`src/logic/sense_defines.vh`:
```
// constants for the current sense track and hold status block
`ifndef SENSE_DEFINES_VH
`define SENSE_DEFINES_VH
`define SEL_CH0 2'h1
`define SEL_CH1 2'h2
`define SEL_TEMP 2'h3
`define SEL_NONE 2'h0
`define OFFSET_SIGN_BIT 8
`define PREWARN_BIT 8
`define ON_STATE0_BIT 0
`define ON_STATE1_BIT 1
`define SETTLE_TIME_NS 1000
`define CLK_PERIOD_NS 50
`define SETTLE_CYCLES ((`SETTLE_TIME_NS + `CLK_PERIOD_NS - 1) / `CLK_PERIOD_NS)
`define SAMPLE_W 12
`define ST_IDLE 2'h0
`define ST_SETTLE 2'h1
`define ST_VALID 2'h2
`define ST_HOLD 2'h3
`endif

```
`src/logic/sense_channel_track.v`:
```
// per-channel on-state edge tracking
`timescale 1ns/1ns
`include "sense_defines.vh"
module sense_channel_track (
  input wire clk,
  input wire rst_b,
  input wire ce,
  input wire output_above_half,
  output reg on_state_reg,
  output wire turn_on,
  output wire turn_off
);
  ////////////////////////////////////////////////////////////////
  always @(posedge clk or negedge rst_b) begin
    if (!rst_b) begin
      on_state_reg <= 1'b0;
    end else if (ce) begin
      on_state_reg <= output_above_half;
    end
  end
  assign turn_on = ce & output_above_half & ~on_state_reg;
  assign turn_off = ce & ~output_above_half & on_state_reg;
endmodule // sense_channel_track

```
`src/logic/current_sense_track_hold_status.v`:
```
// current sense track and hold control with status bits
`timescale 1ns/1ns
`include "sense_defines.vh"
module current_sense_track_hold_status (
  input wire ref_clk,
  input wire rst_b,
  input wire clk_en,
  input wire track_hold_enable,
  input wire [1:0] sense_select,
  input wire offset_sign_select_ch0,
  input wire offset_sign_select_ch1,
  input wire [1:0] output_above_half,
  input wire [1:0] channel_drive_command,
  input wire [1:0] overcurrent_window,
  input wire [`SAMPLE_W-1:0] load_current_ch0,
  input wire [`SAMPLE_W-1:0] load_current_ch1,
  input wire [`SAMPLE_W-1:0] random_offset,
  input wire [`SAMPLE_W-1:0] temperature_value,
  input wire temp_above_prewarning,
  input wire normal_mode,
  input wire fault_status_read,
  output reg [`SAMPLE_W-1:0] current_sense_output,
  output reg sense_enabled,
  output reg sense_valid_strobe_n,
  output reg overtemp_prewarning_flag,
  output reg [1:0] channel_on_state,
  output reg [1:0] drive_mismatch
);
  ////////////////////////////////////////////////////////////////
  reg rst_meta_reg;
  reg rst_sync_reg;
  wire rst_i_b;
  always @(posedge ref_clk or negedge rst_b) begin
    if (!rst_b) begin
      rst_meta_reg <= 1'b0;
      rst_sync_reg <= 1'b0;
    end else begin
      rst_meta_reg <= 1'b1;
      rst_sync_reg <= rst_meta_reg;
    end
  end
  assign rst_i_b = rst_sync_reg;
  ////////////////////////////////////////////////////////////////
  wire [1:0] on_now;
  wire [1:0] rise;
  wire [1:0] fall;
  genvar g;
  generate
    for (g = 0; g < 2; g = g + 1) begin : ch
      sense_channel_track u_track (
        .clk(ref_clk),
        .rst_b(rst_i_b),
        .ce(clk_en),
        .output_above_half(output_above_half[g]),
        .on_state_reg(on_now[g]),
        .turn_on(rise[g]),
        .turn_off(fall[g])
      );
    end
  endgenerate
  ////////////////////////////////////////////////////////////////
  // sense path selection and offset sign
  reg [1:0] sel_reg;
  reg [1:0] state_reg;
  reg [1:0] state_next;
  reg [7:0] settle_reg;
  reg [7:0] settle_next;
  reg [`SAMPLE_W-1:0] hold_reg;
  reg [`SAMPLE_W-1:0] hold_next;
  reg [`SAMPLE_W-1:0] live;
  reg [`SAMPLE_W-1:0] out_next;
  reg ch_on;
  reg ch_rise;
  reg ch_fall;
  reg ch_oc;
  reg sign;
  reg strobe_next;
  wire sel_change;
  wire is_ch;
  assign sel_change = (sense_select != sel_reg);
  assign is_ch = (sense_select == `SEL_CH0) || (sense_select == `SEL_CH1);
  always @* begin
    ch_on = 1'b0;
    ch_rise = 1'b0;
    ch_fall = 1'b0;
    ch_oc = 1'b0;
    sign = 1'b0;
    live = {`SAMPLE_W{1'b0}};
    case (sense_select)
      `SEL_CH0: begin
        ch_on = output_above_half[0];
        ch_rise = rise[0];
        ch_fall = fall[0];
        ch_oc = overcurrent_window[0];
        sign = offset_sign_select_ch0;
        live = load_current_ch0;
      end
      `SEL_CH1: begin
        ch_on = output_above_half[1];
        ch_rise = rise[1];
        ch_fall = fall[1];
        ch_oc = overcurrent_window[1];
        sign = offset_sign_select_ch1;
        live = load_current_ch1;
      end
      `SEL_TEMP: begin
        live = temperature_value;
      end
      default: begin
        live = {`SAMPLE_W{1'b0}};
      end
    endcase
    // offset sign term
    // offset belongs to the current mirror only, temperature passes untouched
    if (is_ch && sign) begin
      live = live + random_offset;
    end else if (is_ch) begin
      live = live - random_offset;
    end
  end
  ////////////////////////////////////////////////////////////////
  // strobe and hold sequencing
  always @* begin
    state_next = state_reg;
    settle_next = settle_reg;
    hold_next = hold_reg;
    strobe_next = 1'b1;
    out_next = {`SAMPLE_W{1'b0}};
    if (!is_ch) begin
      state_next = `ST_IDLE;
      out_next = live;
    end else if (sel_change) begin
      hold_next = {`SAMPLE_W{1'b0}};
      state_next = ch_on ? `ST_SETTLE : `ST_IDLE;
      settle_next = 8'h00;
    end else if (ch_oc) begin
      state_next = ch_on ? `ST_SETTLE : state_reg;
      settle_next = 8'h00;
    end else begin
      case (state_reg)
        `ST_IDLE: begin
          if (ch_rise) begin
            state_next = `ST_SETTLE;
            settle_next = 8'h00;
          end
        end
        `ST_SETTLE: begin
          out_next = live;
          if (ch_fall) begin
            state_next = track_hold_enable ? `ST_HOLD : `ST_IDLE;
            hold_next = live;
          end else if (settle_reg == (`SETTLE_CYCLES - 1)) begin
            state_next = `ST_VALID;
          end else begin
            settle_next = settle_reg + 8'h01;
          end
        end
        `ST_VALID: begin
          strobe_next = 1'b0;
          out_next = live;
          if (ch_fall) begin
            hold_next = live;
            strobe_next = 1'b1;
            state_next = track_hold_enable ? `ST_HOLD : `ST_IDLE;
          end
        end
        `ST_HOLD: begin
          out_next = hold_reg;
          if (ch_rise) begin
            state_next = `ST_SETTLE;
            settle_next = 8'h00;
          end else if (!track_hold_enable) begin
            // leaving hold mode while off drops the held value
            state_next = `ST_IDLE;
            out_next = {`SAMPLE_W{1'b0}};
          end
        end
        default: begin
          state_next = `ST_IDLE;
        end
      endcase
    end
  end
  ////////////////////////////////////////////////////////////////
  always @(posedge ref_clk or negedge rst_i_b) begin
    if (!rst_i_b) begin
      sel_reg <= `SEL_NONE;
      state_reg <= `ST_IDLE;
      settle_reg <= 8'h00;
      hold_reg <= {`SAMPLE_W{1'b0}};
      current_sense_output <= {`SAMPLE_W{1'b0}};
      sense_enabled <= 1'b0;
      sense_valid_strobe_n <= 1'b1;
      overtemp_prewarning_flag <= 1'b0;
      channel_on_state <= 2'h0;
      drive_mismatch <= 2'h0;
    end else if (clk_en) begin
      sel_reg <= sense_select;
      state_reg <= state_next;
      settle_reg <= settle_next;
      hold_reg <= hold_next;
      current_sense_output <= out_next;
      sense_enabled <= ~ch_oc;
      sense_valid_strobe_n <= strobe_next;
      if (normal_mode && temp_above_prewarning) begin
        overtemp_prewarning_flag <= 1'b1;
      end else if (fault_status_read) begin
        overtemp_prewarning_flag <= 1'b0;
      end
      channel_on_state <= output_above_half;
      drive_mismatch <= output_above_half ^ channel_drive_command;
    end
  end
endmodule // current_sense_track_hold_status

```
`config.mk`:
```
export PLATFORM = sky130hd
export DESIGN_NAME = current_sense_track_hold_status
export DESIGN_NICKNAME = d
export VERILOG_FILES = /design/src/logic/sense_channel_track.v /design/src/logic/current_sense_track_hold_status.v
export VERILOG_INCLUDE_DIRS = /design/src /design/src/logic
export SDC_FILE = /design/constraint.sdc
export NUM_CORES = 1
export LEC_CHECK = 0
export BUFFER_PORTS_ARGS = -buffer_cell sky130_fd_sc_hd__buf_4
export CAP_MARGIN = 20
export CORE_MARGIN = 4
export CORE_UTILIZATION = 44
export CTS_CLUSTER_SIZE = 40
export DETAILED_ROUTE_END_ITERATION = 10
export PLACE_DENSITY = 0.72
export SKIP_LAST_GASP = 1
export SYNTH_ARGS = -nofsm -noshare
export SYNTH_HDL_FRONTEND = slang
export SYNTH_SLANG_ARGS = --single-unit
```
`constraint.sdc`:
```
create_clock -name ref_clk -period 1.4 [get_ports ref_clk]
set_input_delay 0.14 -clock ref_clk [delete_from_list [all_inputs] [get_ports ref_clk]]
set_output_delay 0.14 -clock ref_clk [all_outputs]
set_load 0.05 [all_outputs]
```
==> PnR_summary.wiki, run 1 <==
{| class="wikitable"
! Metric !! Value
|-
| 1st-pass router iterations || 5
|-
| DRT iter0 DRCs || 337
|-
| Setup repair after global routing missed its margin || true
|-
| Maximum number of buffers from clock root to sink || 2
|-
| Number of antenna violations at the first check in global routing || 0
|-
| Number of enable flip-flop cells after synthesis || 0
|-
| Combined flip-flop and latch cell area || 0.00113 mm²
|-
| Hold WC Path Type || in -> reg
|-
| Number of global-route vias before repair || 5107
|-
| Hold worst-path end || overtemp_prewarning_flag
|-
| DRC viols || 0
|-
| Hold violation total from the final report || 0
|-
| Total via count in the routed design || 5187
|-
| Top cell type's share of synthesized area || 28.9%
|-
| Data arrival, critical path || 3.25 ns
|-
| Headroom to the max-slew limit || 55.6%
|-
| Ratio of cells with drive above 1 in the final layout || 58.3%
|-
| GP Congestion || 0.942
|-
| Post-Route Skew || 0.00767 ns
|-
| Area of the core region || 0.00834 mm²
|-
| Wire length reported by the detailed router || 17.9 mm
|-
| Detail Placement HPWL || 10.9 mm
|-
| Area of the die || 0.0102 mm²
|-
| Violations in the final reports || negative setup slack
|-
| Yosys synthesis warning count || 0
|-
| Share of the clock period used by the worst path after layout || 216%
|-
| Proportion of synthesized chip area in sequential cells || 29.5%
|-
| Clk pwr share || 18.8%
|-
| Worst vdd rail ir drop || 464 µV
|-
| Min-Delay Path Depth || 2
|-
| Library cell with the largest summed area after synthesis || sky130_fd_sc_hd__dfrtp_1
|-
| Logic pwr share || 55.2%
|-
| Fillers || 440
|-
| Startpoint of the worst-slack reg-to-reg timing path || state_reg[1]
|-
| Flip-flop and latch count after synthesis || 45
|-
| Maximum fanout count along the critical path || 7
|-
| Worst path most repeated cell || sky130_fd_sc_hd__or3_4
|-
| Number of primary I/O pins || 84
|-
| Gate count of the mapped netlist || 475
|-
| Inserted Diodes || 0
|-
| GRT Util Overall || 29.9%
|-
| Clock transition at the registers of the reported paths || 0.09 ns
|-
| Synthesis-to-layout area growth || 87.3%
|-
| Endpoint kind of the worst setup timing path || flop
|-
| Worst reg-to-reg setup slack || -0.74 ns
|-
| Startpoint types || input port
|-
| Width of the die || 101 µm
|-
| Post-Place Cell Area || 0.00577 mm²
|-
| Post-synth ARST share || 100%
|-
| Startpoint-to-endpoint class of the critical path || in -> reg
|-
| Outcome || finished, violations left
|-
| Count of different cell masters after synthesis || 59
|-
| GR Overflow Total || 0
|-
| Series of cell instances along the critical path || buf_12, inv_12, ha_4, a222oi_1, nor2_1, ha_1, or3b_4, o311ai_4, a211oi_2, and4b_1, or3_4, or3_4, a21o_1, a31oi_1
|-
| Hold slack || 0.0887 ns
|-
| Clock tree from TritonCTS || done
|-
| Worst skew pair latency || 0.31 ns
|-
| Total count of max-transition violations in the final report || 0
|-
| Top cells by count, synth || sky130_fd_sc_hd__nand2_1, sky130_fd_sc_hd__dfrtp_1, sky130_fd_sc_hd__nor2_1
|-
| Internal power || 3490 µW
|-
| Post-synthesis instance area || 0.00382 mm²
|-
| Syn avg cell area || 8.03 µm²
|-
| Total clock buffers created by CTS || 5
|-
| Nets || 845
|-
| Min Tclk post-route || 3.02 ns
|-
| Worst hold path startpoint || normal_mode
|-
| Post-Layout Inst Area || 0.00715 mm²
|-
| First-pass GRT wire length || 24.4 mm
|-
| Required arrival time at the worst endpoint || 1.63 ns
|-
| Number of antenna-violating nets in the routed design || 0
|-
| Power dissipated by switching net loads || 2190 µW
|-
| Average via count per standard cell || 6.07
|-
| Largest net degree at the start of global routing || 34
|-
| Synthesized Nets || 571
|-
| Max-capacitance violation count || 0
|-
| Achievable clock frequency || 331 MHz
|-
| Actual transition at the worst max-transition pin || 0.666 ns
|-
| Ratio of total power to cell area || 794 mW/mm²
|-
| Switching portion of total power || 38.6%
|-
| Worst r2r dst || settle_reg[6]
|-
| R2R depth || 9
|-
| Die outline height || 101 µm
|-
| Top_reg_cell synth || sky130_fd_sc_hd__dfrtp_1
|-
| Most frequent cell after synthesis || sky130_fd_sc_hd__nand2_1
|-
| Longest individual stage delay on the worst path || 0.41 ns
|-
| Final setup fails || 35
|-
| Cell Rows || 33
|-
| Post-route setup TNS || -36.39 ns
|-
| Port-buffer cells || 83
|-
| Multi-input combinational cell area || 0.00323 mm²
|-
| Standard cell with the maximum stage delay on the critical path || sky130_fd_sc_hd__or3b_4
|-
| Root Driver || sky130_fd_sc_hd__clkbuf_8
|-
| Final worst setup slack || -1.62 ns
|-
| Area contributors post-synth || sky130_fd_sc_hd__dfrtp_1, sky130_fd_sc_hd__ha_1, sky130_fd_sc_hd__o21ai_0, sky130_fd_sc_hd__nand2_1, sky130_fd_sc_hd__a21oi_1
|-
| Leakage component of the power || 0.00339 µW
|-
| Number of clock sinks seen by CTS || 45
|-
| Count of H-tree levels built during CTS || 2
|-
| Register share of total power || 26.0%
|-
| Average routed wire per standard cell || 21.0 µm
|-
| Initial Utilization || 45.8%
|}
## critical path: cells and delay by family
| family | cells | cell delay [ns] |
|---|---|---|
| AND/OR/NAND/NOR | 5 | 1.45 |
| AO/OA/AOI/OAI | 5 | 0.94 |
| adder cells (fa/ha/maj) | 2 | 0.55 |
| buffers and inverters | 2 | 0.14 |
## layer usage
| layer | track usage (%) | wire length, µm | vias to the layer above |
|---|---|---|---|
| met1 | 34.1 | 6490 | 2475 |
| met5 | 0 | 0 | - |
| met2 | 56.1 | 9300 | 334 |
| met3 | 3.31 | 1200 | 97 |
| li1 | - | - | 2281 |
| met4 | 12.5 | 952 | 0 |
## cell type report
type                       count  area share (%)
clock inverter                 2           0.525
clock buffer                   6            1.16
inverter                      29            1.87
sequential                    45            15.8
timing repair buffer         300            33.6
multi-input combinational    368            45.2
tap                          105            1.84
## logic make-up after synthesis
kind of cell	share of synthesized area, %
AO/OA/AOI/OAI	27.2
AND/OR/NAND/NOR	19.4
buffers and inverters	6.52
flip-flops	29.5
adder cells (fa/ha/maj)	10.2
XOR/XNOR	3.67
multiplexers	3.31
other	0.0983
## power by group through the flow
stage / sequential [µW] / combinational [µW] / clock [µW]
6_report: 1480 / 3130 / 1070
5_1_grt: 1490 / 3280 / 1110
4_1_cts: 1460 / 2680 / 1050
3_5_place_dp: 1480 / 2280 / 0
3_3_place_gp: 1480 / 2240 / 0
2_1_floorplan: 1660 / 1060 / 0
## timing repair
action,in CTS,in global routing
setup buffers,43,22
cloned,3,0
resized for setup,92,84
pin swaps,68,78
hold buffers,1,0
endpoints found under the setup margin,35,35
endpoints found under the hold margin,2,0
## cell usage in the layout, fill, tap and decap left out, types with 5 or more instances in the layout
cell	count
sky130_fd_sc_hd__buf_4	275
sky130_fd_sc_hd__dfrtp_1	42
sky130_fd_sc_hd__nand2_1	40
sky130_fd_sc_hd__nor2_1	33
sky130_fd_sc_hd__inv_1	21
sky130_fd_sc_hd__a21oi_1	19
sky130_fd_sc_hd__buf_6	18
sky130_fd_sc_hd__ha_1	17
sky130_fd_sc_hd__o21ai_1	14
sky130_fd_sc_hd__o21ai_2	13
sky130_fd_sc_hd__ha_4	12
sky130_fd_sc_hd__a222oi_1	11
sky130_fd_sc_hd__a21oi_2	11
sky130_fd_sc_hd__nand3_1	10
sky130_fd_sc_hd__nor3_1	10
sky130_fd_sc_hd__xnor2_2	8
sky130_fd_sc_hd__nand2b_1	8
sky130_fd_sc_hd__o21ai_0	7
sky130_fd_sc_hd__a21o_1	7
sky130_fd_sc_hd__inv_2	6
sky130_fd_sc_hd__xnor2_1	6
sky130_fd_sc_hd__mux2i_1	6
sky130_fd_sc_hd__and3_1	6
sky130_fd_sc_hd__o22ai_1	6
sky130_fd_sc_hd__clkbuf_8	6
sky130_fd_sc_hd__mux2_2	5
sky130_fd_sc_hd__a31oi_1	5
sky130_fd_sc_hd__o31ai_4	5
## how the worst max path moves through the flow
| stage | startpoint | to | slack, ns | cells past startpoint |
|---|---|---|---|---|
| 6_report | sense_select[1] | current_sense_output[11] | -1.62 | 14 |
| 5_1_grt | sense_select[1] | current_sense_output[11] | -1.72 | 14 |
| 4_1_cts | sense_select[1] | current_sense_output[9] | -1.57 | 12 |
| 3_5_place_dp | sense_select[0] | current_sense_output[11] | -2.01 | 14 |
| 3_3_place_gp | sense_select[0] | hold_reg[11] | -1.98 | 16 |
| 2_1_floorplan | sense_select[0] | current_sense_output[11] | -1.87 | 16 |
## per-stage QoR
step | instances | total power [µW] | utilization (%) | setup WS (ns)
2_1_floorplan | 475 | 2710 | - | -1.87
3_3_place_gp | 786 | 3720 | 69.1 | -1.98
3_5_place_dp | 786 | 3760 | 69.1 | -2.01
4_1_cts | 840 | 5190 | 79.7 | -1.57
5_1_grt | 855 | 5880 | 85.7 | -1.72
6_report | 855 | 5680 | 85.7 | -1.62
Note: power is estimated with default switching activity, not from simulation.
==> run 2, diff against run 1 <==
- SKIP_LAST_GASP: 1 -> not set
==> run 2 against run 1 <==
- the run still ends with negative setup slack left
- first-iteration DRC count is 49% higher
- register-to-register slack worse by 0.18 ns
- die area stayed put
- non-clock buffer count is 9 higher
- via count is 4.1% higher
- largest power group unchanged
- global-route usage hardly changed
- worst hold slack better by 0.0013 ns
- sequential cell count stayed put
- largest cell class unchanged
- combinational power is 7.0% higher
- sequential share of layout area is 0.38 points lower
- clock power hardly changed
- critical path depth is 3 higher
==> PnR_summary.wiki, run 2 (synthesized netlist as in run 1, its figures left out) <==
{| class="wikitable"
! Metric !! Value
|-
| Area of the core region || 0.00834 mm²
|-
| Core Util, Final || 87.8%
|-
| Share of the clock period used by the worst path after layout || 233%
|-
| GR Overflow Total || 0
|-
| Total instance count after detailed placement || 786
|-
| DRT iter0 DRCs || 503
|-
| Headroom to the max-slew limit || 49.0%
|-
| Initial Utilization || 45.8%
|-
| Pre-CTS setup slack || -2.01 ns
|-
| Count of H-tree levels built during CTS || 2
|-
| Combined flip-flop and latch cell area || 0.00113 mm²
|-
| Max-capacitance violation count || 0
|-
| Ratio of total power to cell area || 804 mW/mm²
|-
| Die outline height || 101 µm
|-
| Clock tree from TritonCTS || done
|-
| Post-route insts no fill || 864
|-
| Multi-input combinational cell area || 0.00331 mm²
|-
| Worst skew pair latency || 0.31 ns
|-
| Inserted Diodes || 0
|-
| Average via count per standard cell || 6.25
|-
| GP Congestion || 0.942
|-
| Total clock buffers created by CTS || 5
|-
| Worst vdd rail ir drop || 439 µV
|-
| Total via count in the routed design || 5402
|-
| Data arrival, critical path || 3.45 ns
|-
| Post-Layout Inst Area || 0.00732 mm²
|-
| Most common cell after layout, fill and taps aside || sky130_fd_sc_hd__buf_4
|-
| Largest net degree at the start of global routing || 34
|-
| Number of antenna-violating nets in the routed design || 0
|-
| Maximum number of buffers from clock root to sink || 2
|-
| First-pass GRT wire length || 24.5 mm
|-
| Clock transition at the registers of the reported paths || 0.09 ns
|-
| Root Driver || sky130_fd_sc_hd__clkbuf_8
|-
| Required arrival time at the worst endpoint || 1.58 ns
|-
| Port-buffer cells || 83
|-
| Hold violation total from the final report || 0
|-
| Cell Rows || 33
|-
| Detail Placement HPWL || 10.9 mm
|-
| Number of clock sinks seen by CTS || 45
|-
| Hold WC Path Type || in -> reg
|-
| Endpoint kind of the worst setup timing path || flop
|-
| Achievable clock frequency || 306 MHz
|-
| Nets || 854
|-
| Violations in the final reports || negative setup slack
|-
| Startpoint-to-endpoint class of the critical path || in -> reg
|-
| Average routed wire per standard cell || 23.1 µm
|-
| Wire length reported by the detailed router || 20.0 mm
|-
| DRC viols || 0
|-
| Number of antenna violations at the first check in global routing || 0
|-
| Startpoint types || input port
|-
| Number of primary I/O pins || 84
|-
| Final setup fails || 35
|-
| Post-Place Cell Area || 0.00577 mm²
|-
| 1st-pass router iterations || 5
|-
| Min Tclk post-route || 3.27 ns
|-
| GRT Util Overall || 29.9%
|-
| Fillers || 390
|-
| Synthesis-to-layout area growth || 91.9%
|-
| Maximum fanout count along the critical path || 7
|-
| Width of the die || 101 µm
|-
| Area of the die || 0.0102 mm²
|-
| Power, Total || 5880 µW
|-
| Setup repair after global routing missed its margin || true
|-
| Actual transition at the worst max-transition pin || 0.765 ns
|-
| Number of global-route vias before repair || 5095
|-
| Total count of max-transition violations in the final report || 0
|-
| Post-Route Skew || 0.0109 ns
|-
| Outcome || finished, violations left
|-
| Most frequent cells in the layout || sky130_fd_sc_hd__buf_4, sky130_fd_sc_hd__dfrtp_1, sky130_fd_sc_hd__nand2_1
|-
| Leakage component of the power || 0.00346 µW
|-
| Final worst setup slack || -1.87 ns
|-
| Ratio of cells with drive above 1 in the final layout || 60.1%
|}
## run 2: changes by cell type in the layout (fill, tap and decap cells not counted), moves of 2 or more
| cell | delta |
|---|---|
| sky130_fd_sc_hd__nand2_2 | +2 |
| sky130_fd_sc_hd__buf_6 | +6 |
| sky130_fd_sc_hd__buf_4 | +3 |
| sky130_fd_sc_hd__nand2_1 | -2 |
## run 2: area by class of cell
class	instances	share of cell area (%)
Tap cell	105	1.79
Inverter	29	1.86
Timing Repair Buffer	309	34.0
Multi-Input combinational cell	368	45.2
Clock inverter	2	0.513
Clock buffer	6	1.13
Sequential cell	45	15.4
## run 2: stage by stage
stage	setup TNS [ns]	hold WS, ns
final	-40.56	0.0900
after global routing	-42.76	0.0982
after floorplan	-38.71	-0.156
after CTS	-33.26	0.0921
after global placement	-45.70	-0.0770
after detailed placement	-46.89	-0.0759
## run 2: repair_timing
action,4_1_cts,5_1_grt
pin swaps,70,95
setup buffers,43,32
hold endpoints to repair,2,0
resized for setup,95,103
hold buffers,1,0
gates cloned,3,0
endpoints found under the setup margin,35,35
## run 2: worst paths after layout
check | from | endpoint | slack (ns) | depth (start not counted)
setup / recovery | sense_select[1] | hold_reg[10] | -1.87 | 17
hold / removal | temp_above_prewarning | overtemp_prewarning_flag | 0.09 | 2
setup reg to reg | sel_reg[1] | settle_reg[6] | -0.92 | 6
hold reg to reg | rst_i_b | settle_reg[4] | 0.20 | 0
max in group asynchronous | rst_i_b | sense_valid_strobe_n | 0.60 | 1
min in group asynchronous | rst_b | rst_i_b | 0.14 | 2
## run 2: critical path: stages
cell	delay, ns
sky130_fd_sc_hd__buf_12	0.12
sky130_fd_sc_hd__inv_12	0.03
sky130_fd_sc_hd__ha_4	0.19
sky130_fd_sc_hd__buf_6	0.13
sky130_fd_sc_hd__a222oi_1	0.41
sky130_fd_sc_hd__nor2_1	0.14
sky130_fd_sc_hd__xor2_1	0.26
sky130_fd_sc_hd__inv_1	0.11
sky130_fd_sc_hd__ha_4	0.17
sky130_fd_sc_hd__a21o_1	0.18
sky130_fd_sc_hd__a21o_1	0.21
sky130_fd_sc_hd__o21ai_4	0.21
sky130_fd_sc_hd__a211oi_2	0.13
sky130_fd_sc_hd__or3_1	0.51
sky130_fd_sc_hd__a21oi_2	0.22
sky130_fd_sc_hd__a21oi_2	0.06
sky130_fd_sc_hd__a22o_1	0.22
## run 2: power by group
group / internal (µW) / switching (µW) / total [µW]
Clock: 581 / 476 / 1060
Combinational: 1600 / 1750 / 3350
Sequential: 1390 / 90.5 / 1480
## run 2: layer usage
layer  routed length, µm  global-route usage [%]  up-vias
li1                    -                       -     2303
met3                1610                    3.03      130
met1                6820                    34.5     2567
met4                1460                    12.1        0
met5                   0                       0        -
met2               10100                    56.2      402
==> run 3, diff against run 2 <==
- PLACE_DENSITY: 0.72 -> 0.69
==> run 3 against run 2 <==
- the flow still finishes with violations (negative setup slack)
- sequential cell count did not move
- cell area fell by 3.5%
- first-iteration DRC count fell by 44%
- worst hold slack improved by 0.0059 ns
- clock power fell by 5%
- power fell by 4.7%
- critical endpoint is now current_sense_output[11]
==> PnR_summary.wiki, run 3 (synthesized netlist as in run 1, its figures left out) <==
{| class="wikitable"
! Metric !! Value
|-
| Total instance count after detailed placement || 784
|-
| Post-Place Cell Area || 0.00580 mm²
|-
| First-pass GRT wire length || 24.3 mm
|-
| Average via count per standard cell || 5.85
|-
| Worst vdd rail ir drop || 445 µV
|-
| Final setup fails || 35
|-
| Hold violation total from the final report || 0
|-
| Standard cell with the maximum stage delay on the critical path || sky130_fd_sc_hd__a222oi_1
|-
| Post-route setup TNS || -37.13 ns
|-
| Max-capacitance violation count || 0
|-
| GP Congestion || 0.962
|-
| Number of primary I/O pins || 84
|-
| Nets || 844
|-
| Most frequent cells in the layout || sky130_fd_sc_hd__buf_4, sky130_fd_sc_hd__dfrtp_1, sky130_fd_sc_hd__nand2_1
|-
| Clock transition at the registers of the reported paths || 0.10 ns
|-
| Count of H-tree levels built during CTS || 2
|-
| Met1 wire length || 6.26 mm
|-
| Actual transition at the worst max-transition pin || 0.619 ns
|-
| Startpoint of the worst-slack reg-to-reg timing path || state_reg[0]
|-
| Share of the clock period used by the worst path after layout || 217%
|-
| Number of antenna violations at the first check in global routing || 0
|-
| Cell Rows || 33
|-
| Ratio of cells with drive above 1 in the final layout || 57.3%
|-
| Area of the die || 0.0102 mm²
|-
| DRT iter0 DRCs || 283
|-
| Post-Route Skew || 0.00931 ns
|-
| Endpoint kind of the worst setup timing path || flop
|-
| Ratio of total power to cell area || 793 mW/mm²
|-
| Required arrival time at the worst endpoint || 1.63 ns
|-
| Inserted Diodes || 0
|-
| Maximum number of buffers from clock root to sink || 2
|-
| Startpoint-to-endpoint class of the critical path || in -> reg
|-
| Total count of max-transition violations in the final report || 0
|-
| Initial Utilization || 45.8%
|-
| Detail Placement HPWL || 10.6 mm
|-
| Number of antenna-violating nets in the routed design || 0
|-
| Violations in the final reports || negative setup slack
|-
| 1st-pass router iterations || 5
|-
| Largest net degree at the start of global routing || 27
|-
| Headroom to the max-slew limit || 58.7%
|-
| Startpoint types || input port
|-
| Port-buffer cells || 83
|-
| Most common cell after layout, fill and taps aside || sky130_fd_sc_hd__buf_4
|-
| Wire length reported by the detailed router || 16.2 mm
|-
| Average routed wire per standard cell || 19.0 µm
|-
| Fillers || 466
|-
| Clock tree from TritonCTS || done
|-
| Number of global-route vias before repair || 5018
|-
| Met3 wirelength from detailed routing || 908 µm
|-
| Leakage component of the power || 0.00335 µW
|-
| Worst Path Buf+Inv || 3
|-
| Width of the die || 101 µm
|-
| DRC viols || 0
|-
| Area of the core region || 0.00834 mm²
|-
| Data arrival, critical path || 3.27 ns
|-
| Die outline height || 101 µm
|-
| Root Driver || sky130_fd_sc_hd__clkbuf_8
|-
| Total clock buffers created by CTS || 5
|-
| Hold WC Path Type || in -> reg
|-
| Delay-heaviest family, CP || compound AO/OA/AOI/OAI gates
|-
| GRT Util Overall || 29.4%
|-
| Achievable clock frequency || 330 MHz
|-
| Final worst setup slack || -1.63 ns
|-
| Longest individual stage delay on the worst path || 0.44 ns
|-
| Critical Path Source || sense_select[1]
|-
| Detail Route met2 WL || 8.49 mm
|-
| Worst skew pair latency || 0.30 ns
|-
| Worst hold path startpoint || temp_above_prewarning
|-
| Pre-CTS setup slack || -1.94 ns
|-
| Number of clock sinks seen by CTS || 45
|-
| GR Overflow Total || 0
|-
| Series of cell instances along the critical path || buf_12, inv_12, ha_4, a222oi_1, nor2_1, ha_1, buf_6, nand2b_4, o311ai_4, a211oi_4, and4b_1, or3_4, or3_1, a21o_1, a31oi_1
|-
| Highest metal layer with signal wires || met4
|-
| Outcome || finished, violations left
|-
| Maximum fanout count along the critical path || 4
|-
| Setup repair after global routing missed its margin || true
|-
| Post-Layout Inst Area || 0.00707 mm²
|-
| Synthesis-to-layout area growth || 85.2%
|-
| Min Tclk post-route || 3.03 ns
|-
| Total via count in the routed design || 4999
|-
| Post-route insts no fill || 854
|}
==> run 3: final cells by class <==
cell class / instances / area [µm²] / area share, %
multi-input cells: 368 / 3140 / 44.5
repair buffers: 299 / 2420 / 34.2
flip-flops and latches: 45 / 1130 / 16.0
inverters: 29 / 134 / 1.89
well taps: 105 / 131 / 1.86
clock buffers: 6 / 72.6 / 1.03
clock inverters: 2 / 38.8 / 0.549
==> run 3: worst paths after layout <==
check | to | slack [ns] | cells after the start
max | current_sense_output[11] | -1.63 | 15
min | overtemp_prewarning_flag | 0.1 | 2
max reg2reg | settle_reg[7] | -0.71 | 9
min reg2reg | settle_reg[3] | 0.23 | 0
max in group asynchronous | hold_reg[1] | 0.66 | 1
min in group asynchronous | rst_i_b | 0.14 | 2
==> run 3: repair_timing <==
action	CTS	global route
endpoints found under the setup margin	35	35
resized for setup	82	84
endpoints found under the hold margin	2	0
pin swaps	50	65
buffers inserted	54	14
gates cloned	2	0
hold buffers	1	0
==> run 3: stage by stage <==
| step | hold WS (ns) | utilization [%] | power, µW |
|---|---|---|---|
| final | 0.0959 | 84.7 | 5610 |
| after global routing | 0.104 | 84.7 | 5860 |
| after detailed placement | -0.0755 | 69.6 | 3780 |
| after global placement | -0.0769 | 69.6 | 3750 |
| after CTS | 0.0921 | 79.6 | 5180 |
| after floorplan | -0.156 | - | 2710 |
==> run 3: power breakdown <==
part / switching, µW / total (µW) / leakage [µW] / internal [µW]
combinational: 1560 / 3130 / 0.00271 / 1560
sequential: 76.9 / 1460 / 0.000584 / 1390
clock: 478 / 1010 / 0.0000554 / 537
==> run 3: metal layers <==
| layer | global-route usage (%) | up-vias |
|---|---|---|
| li1 | - | 2285 |
| met1 | 35.5 | 2430 |
| met2 | 53.3 | 236 |
| met3 | 3.03 | 48 |
| met4 | 11.7 | 0 |
| met5 | 0 | - |
